File: src/design/ttc_defs.svh
// Register offsets, field positions, reset values and timing counts for the triple timer counter
// Functional notes
// - Timers zero and one tick at one sixth clock, timer two counts every clock
// - Counter counts sampled high-then-low pin transitions
// - Bit 2 and bit 6 choose pin source
// - Gate bit adds qualify pin high condition
// - Two mode bits pick one of four modes
// - Mode one rolls sixteen bits, sets flag
// - Mode two reloads low from high byte
// - Only timers one and two may clock the serial port
// - Timer one frozen in mode three
// - Timer zero mode three splits two bytes
// - Timer one runs by leaving mode three
// - Timer two sixteen bits plus capture pair
// - Timer two source bit one, run bit two
// - Timer two overflow flag, software clear, baud blocks
// - External flag set on enabled trigger fall
// - Bit five picks receive baud source
// - Bit four picks transmit baud source
// - Timer two flags raise gated interrupt
// - Timer zero and one overflow flags cleared on vector entry
`ifndef TTC_DEFS_SVH
`define TTC_DEFS_SVH

`define TTC_ADDR_W 8
`define TTC_OFF_MODE 8'h89
`define TTC_OFF_RUNFLAG 8'h88
`define TTC_OFF_T0LO 8'h8A
`define TTC_OFF_T1LO 8'h8B
`define TTC_OFF_T0HI 8'h8C
`define TTC_OFF_T1HI 8'h8D
`define TTC_OFF_T2CTL 8'hC8
`define TTC_OFF_T2MODE 8'hC9
`define TTC_OFF_CAPLO 8'hCA
`define TTC_OFF_CAPHI 8'hCB
`define TTC_OFF_T2LO 8'hCC
`define TTC_OFF_T2HI 8'hCD

`define TTC_RST_BYTE 8'h00

// Mode configuration fields
`define TTC_M_GATE1 7
`define TTC_M_SRC1 6
`define TTC_M_SRC0 2
`define TTC_M_GATE0 3

// Run/flag control fields
`define TTC_RF_OVF1 7
`define TTC_RF_RUN1 6
`define TTC_RF_OVF0 5
`define TTC_RF_RUN0 4

// Timer two control fields
`define TTC_C_OVF 7
`define TTC_C_EXF 6
`define TTC_C_RXSEL 5
`define TTC_C_TXSEL 4
`define TTC_C_EXEN 3
`define TTC_C_RUN 2
`define TTC_C_SRC 1

// Timer clock: peripheral clock divided by six
`define TTC_DIV 6
`define TTC_DIV_MAX 3'h5

`endif

File: src/design/ttc_pkg.sv
// Types for the triple timer counter
package ttc_pkg;

    typedef enum logic [1:0] {
        TTC_MODE_13BIT,
        TTC_MODE_16BIT,
        TTC_MODE_RELOAD,
        TTC_MODE_SPLIT
    } ttc_mode_t;

    typedef struct packed {
        logic [7:0] hi;
        logic [7:0] lo;
    } ttc_count_t;

    typedef struct packed {
        logic rx_tick;
        logic tx_tick;
    } ttc_baud_t;

endpackage

File: src/design/ttc_top.sv
// Three timer counters with byte-wide register port
`timescale 1ns/1ps
`include "ttc_defs.svh"

module ttc_top (
    // Clock and reset
    input wire logic mclk,
    input wire logic rst,
    // Register port
    input wire logic [7:0] addr,
    input wire logic [7:0] wdata,
    input wire logic wr,
    input wire logic rd,
    output logic [7:0] rdata,
    // Event pins
    input wire logic ext_count_pin_a,
    input wire logic ext_count_pin_b,
    input wire logic qualify_pin_a,
    input wire logic qualify_pin_b,
    input wire logic timer_two_count_pin,
    input wire logic timer_two_trigger_pin,
    // Interrupt controller side
    input wire logic vector_t0,
    input wire logic vector_t1,
    input wire logic t2_irq_enable,
    input wire logic global_irq_enable,
    output logic t2_irq,
    // Serial port side and timer zero overflow pulse
    input wire logic uart_mode_var,
    output ttc_pkg::ttc_baud_t baud,
    output logic t0_ovf_pulse
);

    // ----------------------------------------
    // State
    // ----------------------------------------
    logic [7:0] mode_q, mode_d;
    logic [7:0] rf_q, rf_d;
    logic [7:0] ctl2_q, ctl2_d;
    logic [7:0] t2mode_q, t2mode_d;
    ttc_pkg::ttc_count_t c0_q, c0_d, c1_q, c1_d, c2_q, c2_d, cap_q, cap_d;
    logic [2:0] div_q, div_d;
    logic [3:0] samp_q, samp_d;
    logic [3:0] prev_q, prev_d;
    logic [7:0] rdata_q, rdata_d;
    ttc_pkg::ttc_baud_t baud_q, baud_d;
    logic t0p_q, t0p_d;

    // ----------------------------------------
    // Machine cycle and pin edges
    // ----------------------------------------
    logic tick;
    logic fall_a, fall_b, fall_t2, fall_ex;

    assign tick = (div_q == `TTC_DIV_MAX);

    always_comb begin
        div_d = tick ? 3'h0 : div_q + 3'h1;
        samp_d = samp_q;
        prev_d = prev_q;
        if (tick) begin
            samp_d = {timer_two_trigger_pin, timer_two_count_pin, ext_count_pin_b, ext_count_pin_a};
            prev_d = samp_q;
        end
    end

    // One sample high, next sample low
    assign fall_a = tick && prev_q[0] && !samp_q[0];
    assign fall_b = tick && prev_q[1] && !samp_q[1];
    assign fall_t2 = tick && prev_q[2] && !samp_q[2];
    assign fall_ex = tick && prev_q[3] && !samp_q[3];

    // ----------------------------------------
    // Count enables
    // ----------------------------------------
    ttc_pkg::ttc_mode_t m0, m1;
    logic src0_ev, src1_ev, en0, en1, en0h;
    logic split;

    assign m0 = ttc_pkg::ttc_mode_t'(mode_q[1:0]);
    assign m1 = ttc_pkg::ttc_mode_t'(mode_q[5:4]);
    assign split = (m0 == ttc_pkg::TTC_MODE_SPLIT);
    assign src0_ev = mode_q[`TTC_M_SRC0] ? fall_a : tick;
    assign src1_ev = mode_q[`TTC_M_SRC1] ? fall_b : tick;
    assign en0 = src0_ev && rf_q[`TTC_RF_RUN0] && (!mode_q[`TTC_M_GATE0] || qualify_pin_a);
    // Timer one loses its run bit while timer zero is split
    assign en1 = src1_ev && (split || rf_q[`TTC_RF_RUN1])
        && (!mode_q[`TTC_M_GATE1] || qualify_pin_b) && (m1 != ttc_pkg::TTC_MODE_SPLIT);
    assign en0h = split && tick && rf_q[`TTC_RF_RUN1];

    // ----------------------------------------
    // Shared counting function for timers zero and one
    // ----------------------------------------
    function automatic logic [16:0] ttc_step(input logic [15:0] v, input logic [1:0] m);
        logic [16:0] r;
        logic [13:0] s13;
        logic [8:0] s8;
        r = {1'b0, v};
        s13 = {1'b0, v[15:8], v[4:0]} + 14'h1;
        s8 = {1'b0, v[7:0]} + 9'h1;
        case (m)
            2'b00: r = {s13[13], s13[12:5], v[7:5], s13[4:0]};
            2'b01: r = {1'b0, v} + 17'h1;
            2'b10: r = {s8[8], v[15:8], s8[8] ? v[15:8] : s8[7:0]};
            default: r = {s8[8], v[15:8], s8[7:0]};
        endcase
        return r;
    endfunction

    logic [16:0] n0, n1;
    logic [8:0] n0h;
    logic [16:0] n2;
    logic ovf0, ovf1, ovf2, baud2;

    assign n0 = ttc_step(c0_q, mode_q[1:0]);
    assign n1 = ttc_step(c1_q, mode_q[5:4]);
    assign n0h = {1'b0, c0_q.hi} + 9'h1;
    assign ovf0 = en0 && n0[16];
    assign ovf1 = split ? (en0h && n0h[8]) : (en1 && n1[16]);
    // Timer one overflow, even when its flag is taken by the split timer
    logic t1_roll;
    assign t1_roll = en1 && n1[16];

    // ----------------------------------------
    // Timer two
    // ----------------------------------------
    logic en2;
    assign baud2 = ctl2_q[`TTC_C_RXSEL] || ctl2_q[`TTC_C_TXSEL];
    assign en2 = ctl2_q[`TTC_C_RUN] && (ctl2_q[`TTC_C_SRC] ? fall_t2 : 1'b1);
    assign n2 = {1'b0, c2_q} + 17'h1;
    assign ovf2 = en2 && n2[16];

    // ----------------------------------------
    // Register file and counters
    // ----------------------------------------
    always_comb begin
        mode_d = mode_q;
        rf_d = rf_q;
        ctl2_d = ctl2_q;
        t2mode_d = t2mode_q;
        c0_d = c0_q;
        c1_d = c1_q;
        c2_d = c2_q;
        cap_d = cap_q;
        if (wr) begin
            case (addr)
                `TTC_OFF_MODE: mode_d = wdata;
                `TTC_OFF_RUNFLAG: rf_d = wdata;
                `TTC_OFF_T2CTL: ctl2_d = wdata;
                `TTC_OFF_T2MODE: t2mode_d = wdata;
                `TTC_OFF_CAPLO: cap_d.lo = wdata;
                `TTC_OFF_CAPHI: cap_d.hi = wdata;
                `TTC_OFF_T0LO: c0_d.lo = wdata;
                `TTC_OFF_T0HI: c0_d.hi = wdata;
                `TTC_OFF_T1LO: c1_d.lo = wdata;
                `TTC_OFF_T1HI: c1_d.hi = wdata;
                `TTC_OFF_T2LO: c2_d.lo = wdata;
                `TTC_OFF_T2HI: c2_d.hi = wdata;
                default: ;
            endcase
        end
        // Hardware counting overrides a same-cycle write
        if (en0) begin
            if (split) begin
                c0_d.lo = n0[7:0];
            end else begin
                c0_d = n0[15:0];
            end
        end
        if (en0h) begin
            c0_d.hi = n0h[7:0];
        end
        if (en1) begin
            c1_d = n1[15:0];
        end
        if (en2) begin
            c2_d = n2[15:0];
        end
        // Vector entry clears, hardware set wins
        if (vector_t0) begin
            rf_d[`TTC_RF_OVF0] = 1'b0;
        end
        if (vector_t1) begin
            rf_d[`TTC_RF_OVF1] = 1'b0;
        end
        if (ovf0) begin
            rf_d[`TTC_RF_OVF0] = 1'b1;
        end
        if (ovf1) begin
            rf_d[`TTC_RF_OVF1] = 1'b1;
        end
        if (ovf2 && !baud2) begin
            ctl2_d[`TTC_C_OVF] = 1'b1;
        end
        if (fall_ex && ctl2_q[`TTC_C_EXEN]) begin
            ctl2_d[`TTC_C_EXF] = 1'b1;
        end
    end

    // ----------------------------------------
    // Read port, baud and interrupt outputs
    // ----------------------------------------
    always_comb begin
        rdata_d = `TTC_RST_BYTE;
        if (rd) begin
            case (addr)
                `TTC_OFF_MODE: rdata_d = mode_q;
                `TTC_OFF_RUNFLAG: rdata_d = rf_q;
                `TTC_OFF_T2CTL: rdata_d = ctl2_q;
                `TTC_OFF_T2MODE: rdata_d = t2mode_q;
                `TTC_OFF_CAPLO: rdata_d = cap_q.lo;
                `TTC_OFF_CAPHI: rdata_d = cap_q.hi;
                `TTC_OFF_T0LO: rdata_d = c0_q.lo;
                `TTC_OFF_T0HI: rdata_d = c0_q.hi;
                `TTC_OFF_T1LO: rdata_d = c1_q.lo;
                `TTC_OFF_T1HI: rdata_d = c1_q.hi;
                `TTC_OFF_T2LO: rdata_d = c2_q.lo;
                `TTC_OFF_T2HI: rdata_d = c2_q.hi;
                default: rdata_d = `TTC_RST_BYTE;
            endcase
        end
        // Timer zero never feeds the serial clocks
        baud_d.rx_tick = uart_mode_var && (ctl2_q[`TTC_C_RXSEL] ? ovf2 : t1_roll);
        baud_d.tx_tick = uart_mode_var && (ctl2_q[`TTC_C_TXSEL] ? ovf2 : t1_roll);
        t0p_d = ovf0;
    end

    assign rdata = rdata_q;
    assign baud = baud_q;
    assign t0_ovf_pulse = t0p_q;
    assign t2_irq = (ctl2_q[`TTC_C_OVF] || ctl2_q[`TTC_C_EXF]) && t2_irq_enable && global_irq_enable;

    always_ff @(posedge mclk) begin
        if (rst) begin
            mode_q <= `TTC_RST_BYTE;
            rf_q <= `TTC_RST_BYTE;
            ctl2_q <= `TTC_RST_BYTE;
            t2mode_q <= `TTC_RST_BYTE;
            c0_q <= '0;
            c1_q <= '0;
            c2_q <= '0;
            cap_q <= '0;
            div_q <= 3'h0;
            samp_q <= 4'h0;
            prev_q <= 4'h0;
            rdata_q <= `TTC_RST_BYTE;
            baud_q <= '0;
            t0p_q <= 1'b0;
        end else begin
            mode_q <= mode_d;
            rf_q <= rf_d;
            ctl2_q <= ctl2_d;
            t2mode_q <= t2mode_d;
            c0_q <= c0_d;
            c1_q <= c1_d;
            c2_q <= c2_d;
            cap_q <= cap_d;
            div_q <= div_d;
            samp_q <= samp_d;
            prev_q <= prev_d;
            rdata_q <= rdata_d;
            baud_q <= baud_d;
            t0p_q <= t0p_d;
        end
    end

    // ----------------------------------------
    // Assertions
    // ----------------------------------------
    // Timer clock and pin sampling
    a_tick_period: assert property (@(posedge mclk) disable iff (rst)
        tick |=> (!tick) [*5] ##1 tick)
        else $error("timer tick period not six");
    a_div_range: assert property (@(posedge mclk) disable iff (rst)
        div_q <= `TTC_DIV_MAX)
        else $error("divider out of range");
    a_pin_edge: assert property (@(posedge mclk) disable iff (rst)
        fall_a |-> $past(samp_q[0], 6) && !samp_q[0])
        else $error("pin edge without high sample");
    a_pin_edge_b: assert property (@(posedge mclk) disable iff (rst)
        fall_b |-> $past(samp_q[1], 6) && !samp_q[1])
        else $error("pin b edge without high sample");

    // Count sources and gating
    a_src_internal: assert property (@(posedge mclk) disable iff (rst)
        en0 && !mode_q[`TTC_M_SRC0] |-> tick)
        else $error("internal source counted off tick");
    a_src_external: assert property (@(posedge mclk) disable iff (rst)
        en0 && mode_q[`TTC_M_SRC0] |-> fall_a)
        else $error("external source counted without edge");
    a_src_external_b: assert property (@(posedge mclk) disable iff (rst)
        en1 && mode_q[`TTC_M_SRC1] |-> fall_b)
        else $error("timer one counted without edge");
    a_gate_block: assert property (@(posedge mclk) disable iff (rst)
        mode_q[`TTC_M_GATE0] && !qualify_pin_a && !wr && !(split && rf_q[`TTC_RF_RUN1])
        |=> $stable(c0_q))
        else $error("gated timer zero advanced");
    a_run_off: assert property (@(posedge mclk) disable iff (rst)
        !rf_q[`TTC_RF_RUN0] |-> !en0)
        else $error("timer zero counted while stopped");

    // Timer zero and one modes
    a_ovf_set: assert property (@(posedge mclk) disable iff (rst)
        ovf0 |=> rf_q[`TTC_RF_OVF0])
        else $error("overflow flag not set");
    a_wrap16: assert property (@(posedge mclk) disable iff (rst)
        ovf0 && m0 == ttc_pkg::TTC_MODE_16BIT |=> c0_q == 16'h0000)
        else $error("sixteen bit wrap not zero");
    a_reload_low: assert property (@(posedge mclk) disable iff (rst)
        ovf0 && m0 == ttc_pkg::TTC_MODE_RELOAD |=> c0_q.lo == $past(c0_q.hi))
        else $error("reload value wrong");
    a_reload_high: assert property (@(posedge mclk) disable iff (rst)
        ovf0 && m0 == ttc_pkg::TTC_MODE_RELOAD |=> $stable(c0_q.hi))
        else $error("reload byte changed");
    a_no_t0_baud: assert property (@(posedge mclk) disable iff (rst)
        !t1_roll && !ovf2 |=> !baud_q.rx_tick && !baud_q.tx_tick)
        else $error("serial clock without timer one or two");
    a_t1_frozen: assert property (@(posedge mclk) disable iff (rst)
        m1 == ttc_pkg::TTC_MODE_SPLIT && !wr |=> $stable(c1_q))
        else $error("timer one moved in mode three");
    a_split_high: assert property (@(posedge mclk) disable iff (rst)
        en0h |=> c0_q.hi == 8'($past(c0_q.hi) + 8'h01))
        else $error("split high byte did not step");
    a_split_flag: assert property (@(posedge mclk) disable iff (rst)
        en0h && c0_q.hi == 8'hFF |=> rf_q[`TTC_RF_OVF1])
        else $error("split high byte flag not set");
    a_split_run: assert property (@(posedge mclk) disable iff (rst)
        split && m1 != ttc_pkg::TTC_MODE_SPLIT && src1_ev && !mode_q[`TTC_M_GATE1]
        |-> en1)
        else $error("timer one stopped while split");
    a_wrap13: assert property (@(posedge mclk) disable iff (rst)
        ovf0 && m0 == ttc_pkg::TTC_MODE_13BIT
        |=> c0_q.hi == 8'h00 && c0_q.lo[4:0] == 5'h00)
        else $error("thirteen bit wrap not zero");

    // Timer two
    a_t2_step: assert property (@(posedge mclk) disable iff (rst)
        en2 |=> c2_q == 16'($past(c2_q) + 16'h0001))
        else $error("timer two did not step");
    a_t2_hold: assert property (@(posedge mclk) disable iff (rst)
        !ctl2_q[`TTC_C_RUN] && !wr |=> $stable(c2_q))
        else $error("timer two moved while stopped");
    a_t2_src: assert property (@(posedge mclk) disable iff (rst)
        en2 && ctl2_q[`TTC_C_SRC] |-> fall_t2)
        else $error("timer two counted without edge");
    a_t2_flag_hold: assert property (@(posedge mclk) disable iff (rst)
        ctl2_q[`TTC_C_OVF] && !(wr && addr == `TTC_OFF_T2CTL) |=> ctl2_q[`TTC_C_OVF])
        else $error("timer two flag lost");
    a_t2_no_flag: assert property (@(posedge mclk) disable iff (rst)
        baud2 && !ctl2_q[`TTC_C_OVF] && !wr |=> !ctl2_q[`TTC_C_OVF])
        else $error("timer two flag set in baud use");
    a_ext_flag: assert property (@(posedge mclk) disable iff (rst)
        fall_ex && ctl2_q[`TTC_C_EXEN] |=> ctl2_q[`TTC_C_EXF])
        else $error("external flag not set");
    a_t2_wrap: assert property (@(posedge mclk) disable iff (rst)
        en2 && c2_q == 16'hFFFF |=> c2_q == 16'h0000)
        else $error("timer two did not wrap");

    // Serial clocks, interrupt and vectors
    a_baud_rx: assert property (@(posedge mclk) disable iff (rst)
        uart_mode_var && ctl2_q[`TTC_C_RXSEL] && ovf2 |=> baud_q.rx_tick)
        else $error("receive clock missed timer two");
    a_baud_tx: assert property (@(posedge mclk) disable iff (rst)
        uart_mode_var && !ctl2_q[`TTC_C_TXSEL] && t1_roll |=> baud_q.tx_tick)
        else $error("transmit clock missed timer one");
    a_irq_set: assert property (@(posedge mclk) disable iff (rst)
        ctl2_q[`TTC_C_EXF] && t2_irq_enable && global_irq_enable |-> t2_irq)
        else $error("timer two request missing");
    a_vec_clear: assert property (@(posedge mclk) disable iff (rst)
        vector_t1 && !ovf1 && !wr |=> !rf_q[`TTC_RF_OVF1])
        else $error("vector did not clear flag");

    c_split_ovf: cover property (@(posedge mclk) disable iff (rst) split && en0h && n0h[8]);
    c_reload: cover property (@(posedge mclk) disable iff (rst) ovf1 && m1 == ttc_pkg::TTC_MODE_RELOAD);
    c_t2_wrap: cover property (@(posedge mclk) disable iff (rst) ovf2);
    c_ext_flag: cover property (@(posedge mclk) disable iff (rst) fall_ex && ctl2_q[`TTC_C_EXEN]);
    c_t2_ext_count: cover property (@(posedge mclk) disable iff (rst) en2 && ctl2_q[`TTC_C_SRC]);

endmodule

File: config.mk
export PLATFORM = sky130hd
export DESIGN_NAME = ttc_top
export DESIGN_NICKNAME = d
export VERILOG_FILES = /design/src/design/ttc_pkg.sv /design/src/design/ttc_top.sv
export VERILOG_INCLUDE_DIRS = /design/src /design/src/design
export SDC_FILE = /design/constraint.sdc
export NUM_CORES = 1
export LEC_CHECK = 0
export ABC_AREA = 1
export BUFFER_PORTS_ARGS = -buffer_cell sky130_fd_sc_hd__buf_2
export CAP_MARGIN = 10
export CORE_MARGIN = 1
export CORE_UTILIZATION = 45
export DETAILED_ROUTE_END_ITERATION = 16
export GPL_ROUTABILITY_DRIVEN = 0
export GPL_TIMING_DRIVEN = 0
export MAX_ROUTING_LAYER = met4
export PLACE_DENSITY = 0.69
export SKIP_CTS_REPAIR_TIMING = 1
export SYNTH_ARGS = -nofsm -noshare
export SYNTH_HDL_FRONTEND = slang
export SYNTH_SLANG_ARGS = --single-unit
File: constraint.sdc
create_clock -name mclk -period 2.1 [get_ports mclk]
set_input_delay 0.315 -clock mclk [delete_from_list [all_inputs] [get_ports mclk]]
set_output_delay 0.315 -clock mclk [all_outputs]
set_load 0.01 [all_outputs]
==> results of run 1 <==
==> kinds of logic (layout without fill, tap and decap cells) <==
family,Yosys count,after routing
AOI/OAI and AO/OA,302,302
xor gates and xnor gates,13,13
adders and majority gates,6,6
buffers and inverters,222,296
DFF,118,118
and+or+nand+nor,541,541
==> routing by layer <==
layer / track usage / vias up / part of all wire
li1: - / 4108 / -
met1: 0.4224 / 3730 / 0.43
met2: 0.4547 / 494 / 0.42
met3: 0.09487 / 72 / 0.11
met4: 0.1359 / 0 / 0.036
met5: - / - / 0
==> cell usage after synthesis, drive strengths merged, types with 3 or more instances <==
| cell type | number |
|---|---|
| buf | 18 |
| a21oi | 97 |
| nor3 | 19 |
| nand3 | 93 |
| clkbuf | 26 |
| o211ai | 15 |
| nand4 | 19 |
| inv | 177 |
| ha | 6 |
| nor2 | 140 |
| o21ai | 126 |
| or2 | 3 |
| dfxtp | 118 |
| xor2 | 11 |
| a31oi | 9 |
| o31ai | 3 |
| a211oi | 18 |
| o22ai | 31 |
| nand2 | 265 |
==> registers in the layout (all words and copies together), names as in the netlist <==
signal        flops
c0_q             16
ctl2_q            8
t2mode_q          8
rf_q              8
c2_q             16
c1_q             16
samp_q            4
prev_q            4
div_q             3
baud              2
cap_q            16
t0_ovf_pulse      1
rdata             8
mode_q            8
==> power breakdown <==
part           internal, mW  leakage [nW]  switching, mW
registers              2.25         0.951        0.00861
logic                0.0610          2.41          0.188
clock network          1.85         0.284           1.12
==> through the flow <==
| step | cells | setup WS [ps] | TNS [ps] | util | total power [mW] |
|---|---|---|---|---|---|
| after floorplan | 1202 | 489.3 | 0 | - | 2.440 |
| after global placement | 1456 | -61.31 | -544.6 | 0.4939 | 2.549 |
| after detailed placement | 1456 | -77.51 | -702.6 | 0.4939 | 2.551 |
| after CTS | 1487 | -49.07 | -49.07 | 0.5305 | 5.485 |
| after global routing | 1492 | -4.834 | -4.834 | 0.5360 | 5.616 |
| final | 1492 | 103.6 | 0 | 0.5360 | 5.480 |
==> path summary, 6_finish.rpt <==
check / startpoint / cells past startpoint / end / slack (ps)
worst min-delay path: timer_two_trigger_pin / 3 / samp_q[3] / 140
worst max-delay path: div_q[0] / 8 / rf_q[7] / 100
worst min register to register: prev_q[1] / 2 / prev_q[1] / 450
worst max register to register: div_q[0] / 8 / rf_q[7] / 100
==> layout make-up <==
cell class	instances	area (um2)
inverter	178	668.1
timing repair buffer	43	227.7
sequential	118	2362
tap	216	270.3
fill	1678	7425
multi-input combinational	862	4268
buffer	44	193.9
clock buffer	17	425.4
clock inverter	14	160.2
==> worst min-delay path, delay by kind of cell <==
kind,cells,cell delay (ps)
simple gates,1,80
buf+inv,1,70
compound gates,1,70
==> results.txt, run 1 <==
----------------------------------------------------
[Clock tree]
  Clk pin slew, worst setup/hold paths ... 60 ps
  Clk sinks ... 118
  Clock latency reported for the late side of the worst-skew pair ... 430 ps
  Clock tree from TritonCTS ... built
  CTS Root Buffer Type ... clkbuf_16
  Max Root-Sink Buffers ... 2
  Clock buffer count from CTS ... 17
  Maximum level of the CTS H-tree ... 4

[Floorplan]
  Area inside the core boundary ... 16000 um2
  Die Span X ... approximately 130 um
  Core Rows ... 46
  Height of the chip ... 130.6 um
  Ports placed on the boundary ... 43
  Initial core utilization ... 0.4651
  Area enclosed by the die boundary ... approximately 17000 um2

[Synthesis]
  Mean cell area of the mapped netlist ... slightly above 6 um2
  Main combinational cell family by area after synthesis ... simple AND/OR/NAND/NOR gates
  Ys async rst share ... 0
  Number of synthesis warnings ... 0
  Most used DFF post-synth ... dfxtp_1
  Fraction of the mapped netlist area in adder cells ... 0.01009
  Sequential-to-total area share from yosys stat ... 0.3174
  Number of nets produced by synthesis ... ~1200
  Post-synthesis share of cell area spent on xor and xnor gates ... 0.01530
  Post-synthesis instance area ... 7442 um2
  Count of flip-flops with a built-in enable after synthesis ... 0
  Top-area cell type share of the netlist area ... 0.3174
  Distinct cells, synth ... 37
  Simple-Gate Fraction of Synth Area ... 0.3186
  Mapped Cells ... around 1200
  Cell type contributing the most total cell area after synthesis ... dfxtp_1
  Post-synthesis register bit count ... 118
  Mux contribution to synthesized area ... 0
  Synth top area cells ... dfxtp_1, nand2_1, inv_1
  Compound-Gate Fraction of Synth Area ... 0.2236

[Route]
  Remaining DRCs ... 0
  Number of nets with antenna violations after detailed routing ... 0
  Via Count ... 8404
  Iter 0 DRT Violations ... 1049
  Detailed-router iteration count before antenna repair ... 8
  Routed wire length ... 25.71 mm
  Average vias per placed instance ... 5.633
  Routed len/inst ... 17.23 um

[Placed design]
  Count of port buffers added during placement ... 38
  Post-Place Cell Area ... approximately 7900 um2
  HPWL after DPL ... around 19 mm

[Global route]
  First-pass GRT wire length ... 39.90 mm
  Initial antenna violation count ... 0
  Largest net degree at the start of global routing ... 17
  Number of global-route vias before repair ... 7341
  Total gr overflow ... 0
  GRT Total Usage ... 0.3212

[STA]
  Max-slew headroom ... 0.4393
  Fin Clk Skew ... 7.841 ps
  Count of final hold-check violations ... 0
  Post-route worst hold slack ... 141.4 ps
  Number of endpoints failing setup at the final stage ... 0
  RSZ-0062 raised after global routing ... true
  Final Max Slew Viols ... 0
  Share of the clock period used by the worst path ... 0.9506
  Shortest clock period the worst path allows after layout ... 1996 ps
  Transition time at the pin with the least slew margin ... 841.0 ps
  Achievable Freq ... about 0.50 GHz

[Power]
  Power density over cell area ... 639.0 nW/um2
  Maximum vdd ir drop ... about 0.67 mV
  Leakage power summed over all cells ... between 3 and 4 nW

[Finish]
  Share of final-layout standard cells stronger than drive strength 1 ... 0.1121
  Number of diodes added for antenna fixing ... 0
  Net count, final ... roughly 1300
  Post-route cell area ... 8576 um2
  Area delta synth->final ... 15.23%
  Most common library cell in the layout ignoring fill and taps ... nand2_1
  Most frequent cells in the layout ... nand2_1, inv_1, nor2_1, dfxtp_1, o21ai_0

[Run status]
  Status ... finished clean

[Critical path]
  CP max stage cell ... nor3_4
  WP data required ... 2460 ps
  Setup crit end kind ... register
  Setup crit start kind ... register
  CP Class ... register to register
  CP most frequent cell ... nor2_1
  Maximum net fanout on the critical path ... 10
  Critical path data arrival time ... 2350 ps
  CP max stage delay ... approximately 370 ps
  Cell Chain, Critical Path ... ha_1, nand2_2, nor3_4, inv_1, clkbuf_1, o31ai_1, nor2_1, nor2_1
  Largest delay contributor family on the critical path ... simple AND/OR/NAND/NOR gates
  Worst path bufs/invs ... 2

[Flow run]
  Max-capacitance violation count ... 0

[Worst hold path]
  Worst min-delay path class ... primary input to register

----------------------------------------------------
Power figures use the tool's default switching activity.
==> inputs of run 2 (changes only) <==
- ABC_AREA: 1 -> not set
==> run 2 against run 1 <==
Compared with the run above: the flow now finishes with violations (setup timing); via count down 9.9%; clock-buffer cell count up 1; synthesized area down 3.9%; die area is 3.8% lower; first-iteration DRC count rose by 4.9%; clock power up 1%; core utilization is 2.4 points higher; register-to-register slack lost 190 ps; flip-flop and latch count stayed put; critical endpoint is now c1_q[12]; largest power group unchanged; highest routed layer unchanged.
==> results.txt, run 2 <==
----------------------------------------------------
[Run status]
  Status ... finished with violations (was finished clean)
  Failing checks ... setup timing

[STA]
  RSZ-0062 raised after global routing ... true (unchanged)
  Final Max Slew Viols ... 0 (unchanged)
  Achievable Freq ... 0.4565 GHz (was 0.5009 GHz)
  Count of final hold-check violations ... 0 (unchanged)
  Number of endpoints failing setup at the final stage ... 3 (was 0)
  Fin Clk Skew ... 9.160 ps (was 7.841 ps)
  Post-route setup slack ... -90.47 ps (was 103.6 ps)
  Transition time at the pin with the least slew margin ... 958.0 ps (was 841.0 ps)
  Share of the clock period used by the worst path ... 1.043 (was 0.9506)
  Max-slew headroom ... 0.3565 (was 0.4393)
  Shortest clock period the worst path allows after layout ... 2190 ps (was 1996 ps)
  Fin Setup TNS ... -161.1 ps (was 0 ps)

[Power]
  Maximum vdd ir drop ... 0.6046 mV (was 0.6668 mV)
  Post-layout total power ... 5.604 mW (was 5.480 mW)
  Power density over cell area ... 651.0 nW/um2 (was 639.0 nW/um2)
  Leakage power summed over all cells ... 3.034 nW (was 3.649 nW)

[Critical path]
  Setup crit start kind ... register (unchanged)
  WP data required ... 2370 ps (was 2460 ps)
  Critical path data arrival time ... 2460 ps (was 2350 ps)
  CP Class ... register to register (unchanged)
  Reg-to-Reg Start ... div_q[1] (was div_q[0])
  Largest delay contributor family on the critical path ... compound AO/OA/AOI/OAI gates (was simple AND/OR/NAND/NOR gates)
  Depth of the most critical reg-to-reg path ... 11 (was 8)
  Number of cells on the critical path ... 11 (was 8)
  Maximum net fanout on the critical path ... 5 (was 10)
  Launching instance or port of the critical path ... div_q[1] (was div_q[0])
  Setup crit end kind ... register (unchanged)
  Cell Chain, Critical Path ... inv_2, ha_4, nand2_4, a2111o_1, buf_6, o211ai_1, buf_4, buf_6, nor3b_1, a31oi_1, a21oi_1 (was ha_1, nand2_2, nor3_4, inv_1, clkbuf_1, o31ai_1, nor2_1, nor2_1)
  CP max stage cell ... a2111o_1 (was nor3_4)
  CP max stage delay ... 470 ps (was 370 ps)
  Worst path bufs/invs ... 4 (was 2)
  CP most frequent cell ... buf_6 (was nor2_1)

[Clock tree]
  Clock buffer count from CTS ... 17 (unchanged)
  Clk sinks ... 118 (unchanged)
  Clock latency reported for the late side of the worst-skew pair ... 430 ps (about the same)
  Clock tree from TritonCTS ... built (unchanged)
  Maximum level of the CTS H-tree ... 4 (unchanged)
  CTS Root Buffer Type ... clkbuf_16 (unchanged)
  Clk pin slew, worst setup/hold paths ... 60 ps (about the same)
  Max Root-Sink Buffers ... 2 (unchanged)

[Synthesis]
  Sequential-to-total area share from yosys stat ... 0.3301 (was 0.3174)
  Post-synthesis instance area ... 7156 um2 (was 7442 um2)
  Number of synthesis warnings ... 0 (unchanged)
  Commonest cells in the netlist ... nor2_1, dfxtp_1, nand2_1 (was nand2_1, inv_1, nor2_1)
  Distinct cells, synth ... 74 (was 37)
  Cell type contributing the most total cell area after synthesis ... dfxtp_1 (unchanged)
  Most repeated cell in the gate-level netlist after synthesis ... nor2_1 (was nand2_1)
  Most used DFF post-synth ... dfxtp_1 (unchanged)
  Mapped Cells ... 887 (was 1202)
  Post-synthesis register bit count ... 118 (unchanged)
  Ys async rst share ... 0 (unchanged)
  Top-area cell type share of the netlist area ... 0.3301 (was 0.3174)
  Mean cell area of the mapped netlist ... 8.067 um2 (was 6.191 um2)
  Number of nets produced by synthesis ... 924 (was 1239)
  Count of flip-flops with a built-in enable after synthesis ... 0 (unchanged)
  Synth top area cells ... dfxtp_1, nor2_1, mux2i_1 (was dfxtp_1, nand2_1, inv_1)

[Finish]
  Layout filler cell count ... 1414 (was 1678)
  Number of diodes added for antenna fixing ... 0 (unchanged)
  Multi-input gate area in the final layout ... 4563 um2 (was 4268 um2)
  Area delta synth->final ... 20.30% (was 15.23%)
  Most frequent cells in the layout ... nor2_1, dfxtp_1, nand2_1, a21oi_1, buf_2 (was nand2_1, inv_1, nor2_1, dfxtp_1, o21ai_0)
  Share of final-layout standard cells stronger than drive strength 1 ... 0.2091 (was 0.1121)
  Most common library cell in the layout ignoring fill and taps ... nor2_1 (was nand2_1)
  Storage cell area ... 2379 um2 (was 2362 um2)
  Cell Count, Final, Fillers Out ... 1177 (was 1492)
  Net count, final ... 990 (was 1301)

[Global route]
  Initial antenna violation count ... 0 (unchanged)
  Number of global-route vias before repair ... 6594 (was 7341)
  GRT Total Usage ... 0.3122 (was 0.3212)
  Total gr overflow ... 0 (unchanged)
  First-pass GRT wire length ... 37.29 mm (was 39.90 mm)
  Largest net degree at the start of global routing ... 17 (unchanged)

[Route]
  Via Count ... 7575 (was 8404)
  Routed len/inst ... 21.57 um (was 17.23 um)
  Remaining DRCs ... 0 (unchanged)
  Average vias per placed instance ... 6.436 (was 5.633)
  Number of nets with antenna violations after detailed routing ... 0 (unchanged)
  Detailed-router iteration count before antenna repair ... 12 (was 8)
  Iter 0 DRT Violations ... 1100 (was 1049)
  Routed wire length ... 25.39 mm (was 25.71 mm)

[Worst hold path]
  Launch instance of the worst min-delay path ... timer_two_count_pin (was timer_two_trigger_pin)
  Number of stages on the worst hold path ... 3 (unchanged)
  Worst min-delay path class ... primary input to register (unchanged)

[Flow run]
  Max-capacitance violation count ... 0 (unchanged)

[Floorplan]
  Area enclosed by the die boundary ... 16410 um2 (was 17060 um2)
  Core Rows ... 45 (was 46)
  Ports placed on the boundary ... 43 (unchanged)
  Die Span X ... 128.1 um (was 130.6 um)
  Area inside the core boundary ... 15370 um2 (was 16000 um2)
  Initial core utilization ... 0.4655 (was 0.4651)
  Height of the chip ... 128.1 um (was 130.6 um)

[Placed design]
  Number of placed instances, taps included ... 1136 (was 1456)
  Place WS ... -600.3 ps (was -77.51 ps)
  HPWL after DPL ... 17.42 mm (was 18.72 mm)
  Count of port buffers added during placement ... 38 (unchanged)

----------------------------------------------------
-- run 2: changes by cell type after synthesis, sizes merged, moves of 18 or more --
cell and change:
nand2 -183, inv -160, o21ai -105, nand3 -56, mux2i +45, a21oi -26, clkbuf +26, o22ai -26
nor3 +19, a22oi +18
-- run 2: layout make-up --
type,instances,area share
clock buffer,18,0.05102
inverter,17,0.007413
sequential,118,0.2763
multi-input combinational,686,0.5301
timing repair buffer,50,0.03270
clock inverter,14,0.01890
tap,211,0.03067
buffer,63,0.05291
-- run 2: power by group --
group          internal, mW  leakage [nW]  switching, mW
registers              2.25         0.955        0.00916
logic                 0.103          1.80          0.233
clock network          1.81         0.283           1.20
total                  4.16          3.03           1.45
-- run 2: cell families after synthesis --
logic type                 Yosys count  share of synthesized area
AOI/OAI and AO/OA                  223                     0.2153
xor gates and xnor gates            21                    0.02570
adders and majority gates            6                    0.01049
buffers and inverters               85                    0.07011
DFF                                118                     0.3301
muxes                               62                    0.08970
and+or+nand+nor                    372                     0.2586
-- run 2: per-stage QoR --
step           hold slack [ps]  instance area [um2]    util
6_report                 124.6                 8608  0.5600
5_1_grt                  133.3                 8608  0.5600
4_1_cts                  123.7                 8212  0.5342
3_5_place_dp             446.8                 7610  0.4951
3_3_place_gp             440.8                 7610  0.4951
2_1_floorplan            431.8                 7156       -
-- run 2: worst paths after layout --
path	to	slack, ps
max	c1_q[12]	-90
min	samp_q[2]	120
max reg2reg	c1_q[12]	-90
min reg2reg	prev_q[0]	460
-- run 2: routing by layer --
metal  track usage  vias up  share of wire
li1              -     3415              -
met1        0.3936     3528           0.39
met2        0.4715      522           0.45
met3       0.07387      110           0.12
met4        0.1446        0          0.044
met5             -        -              0
-- run 2: tightest hold or removal path: stages --
cell and delay (ps):
buf_2 90, nand2_1 40, a21oi_1 50
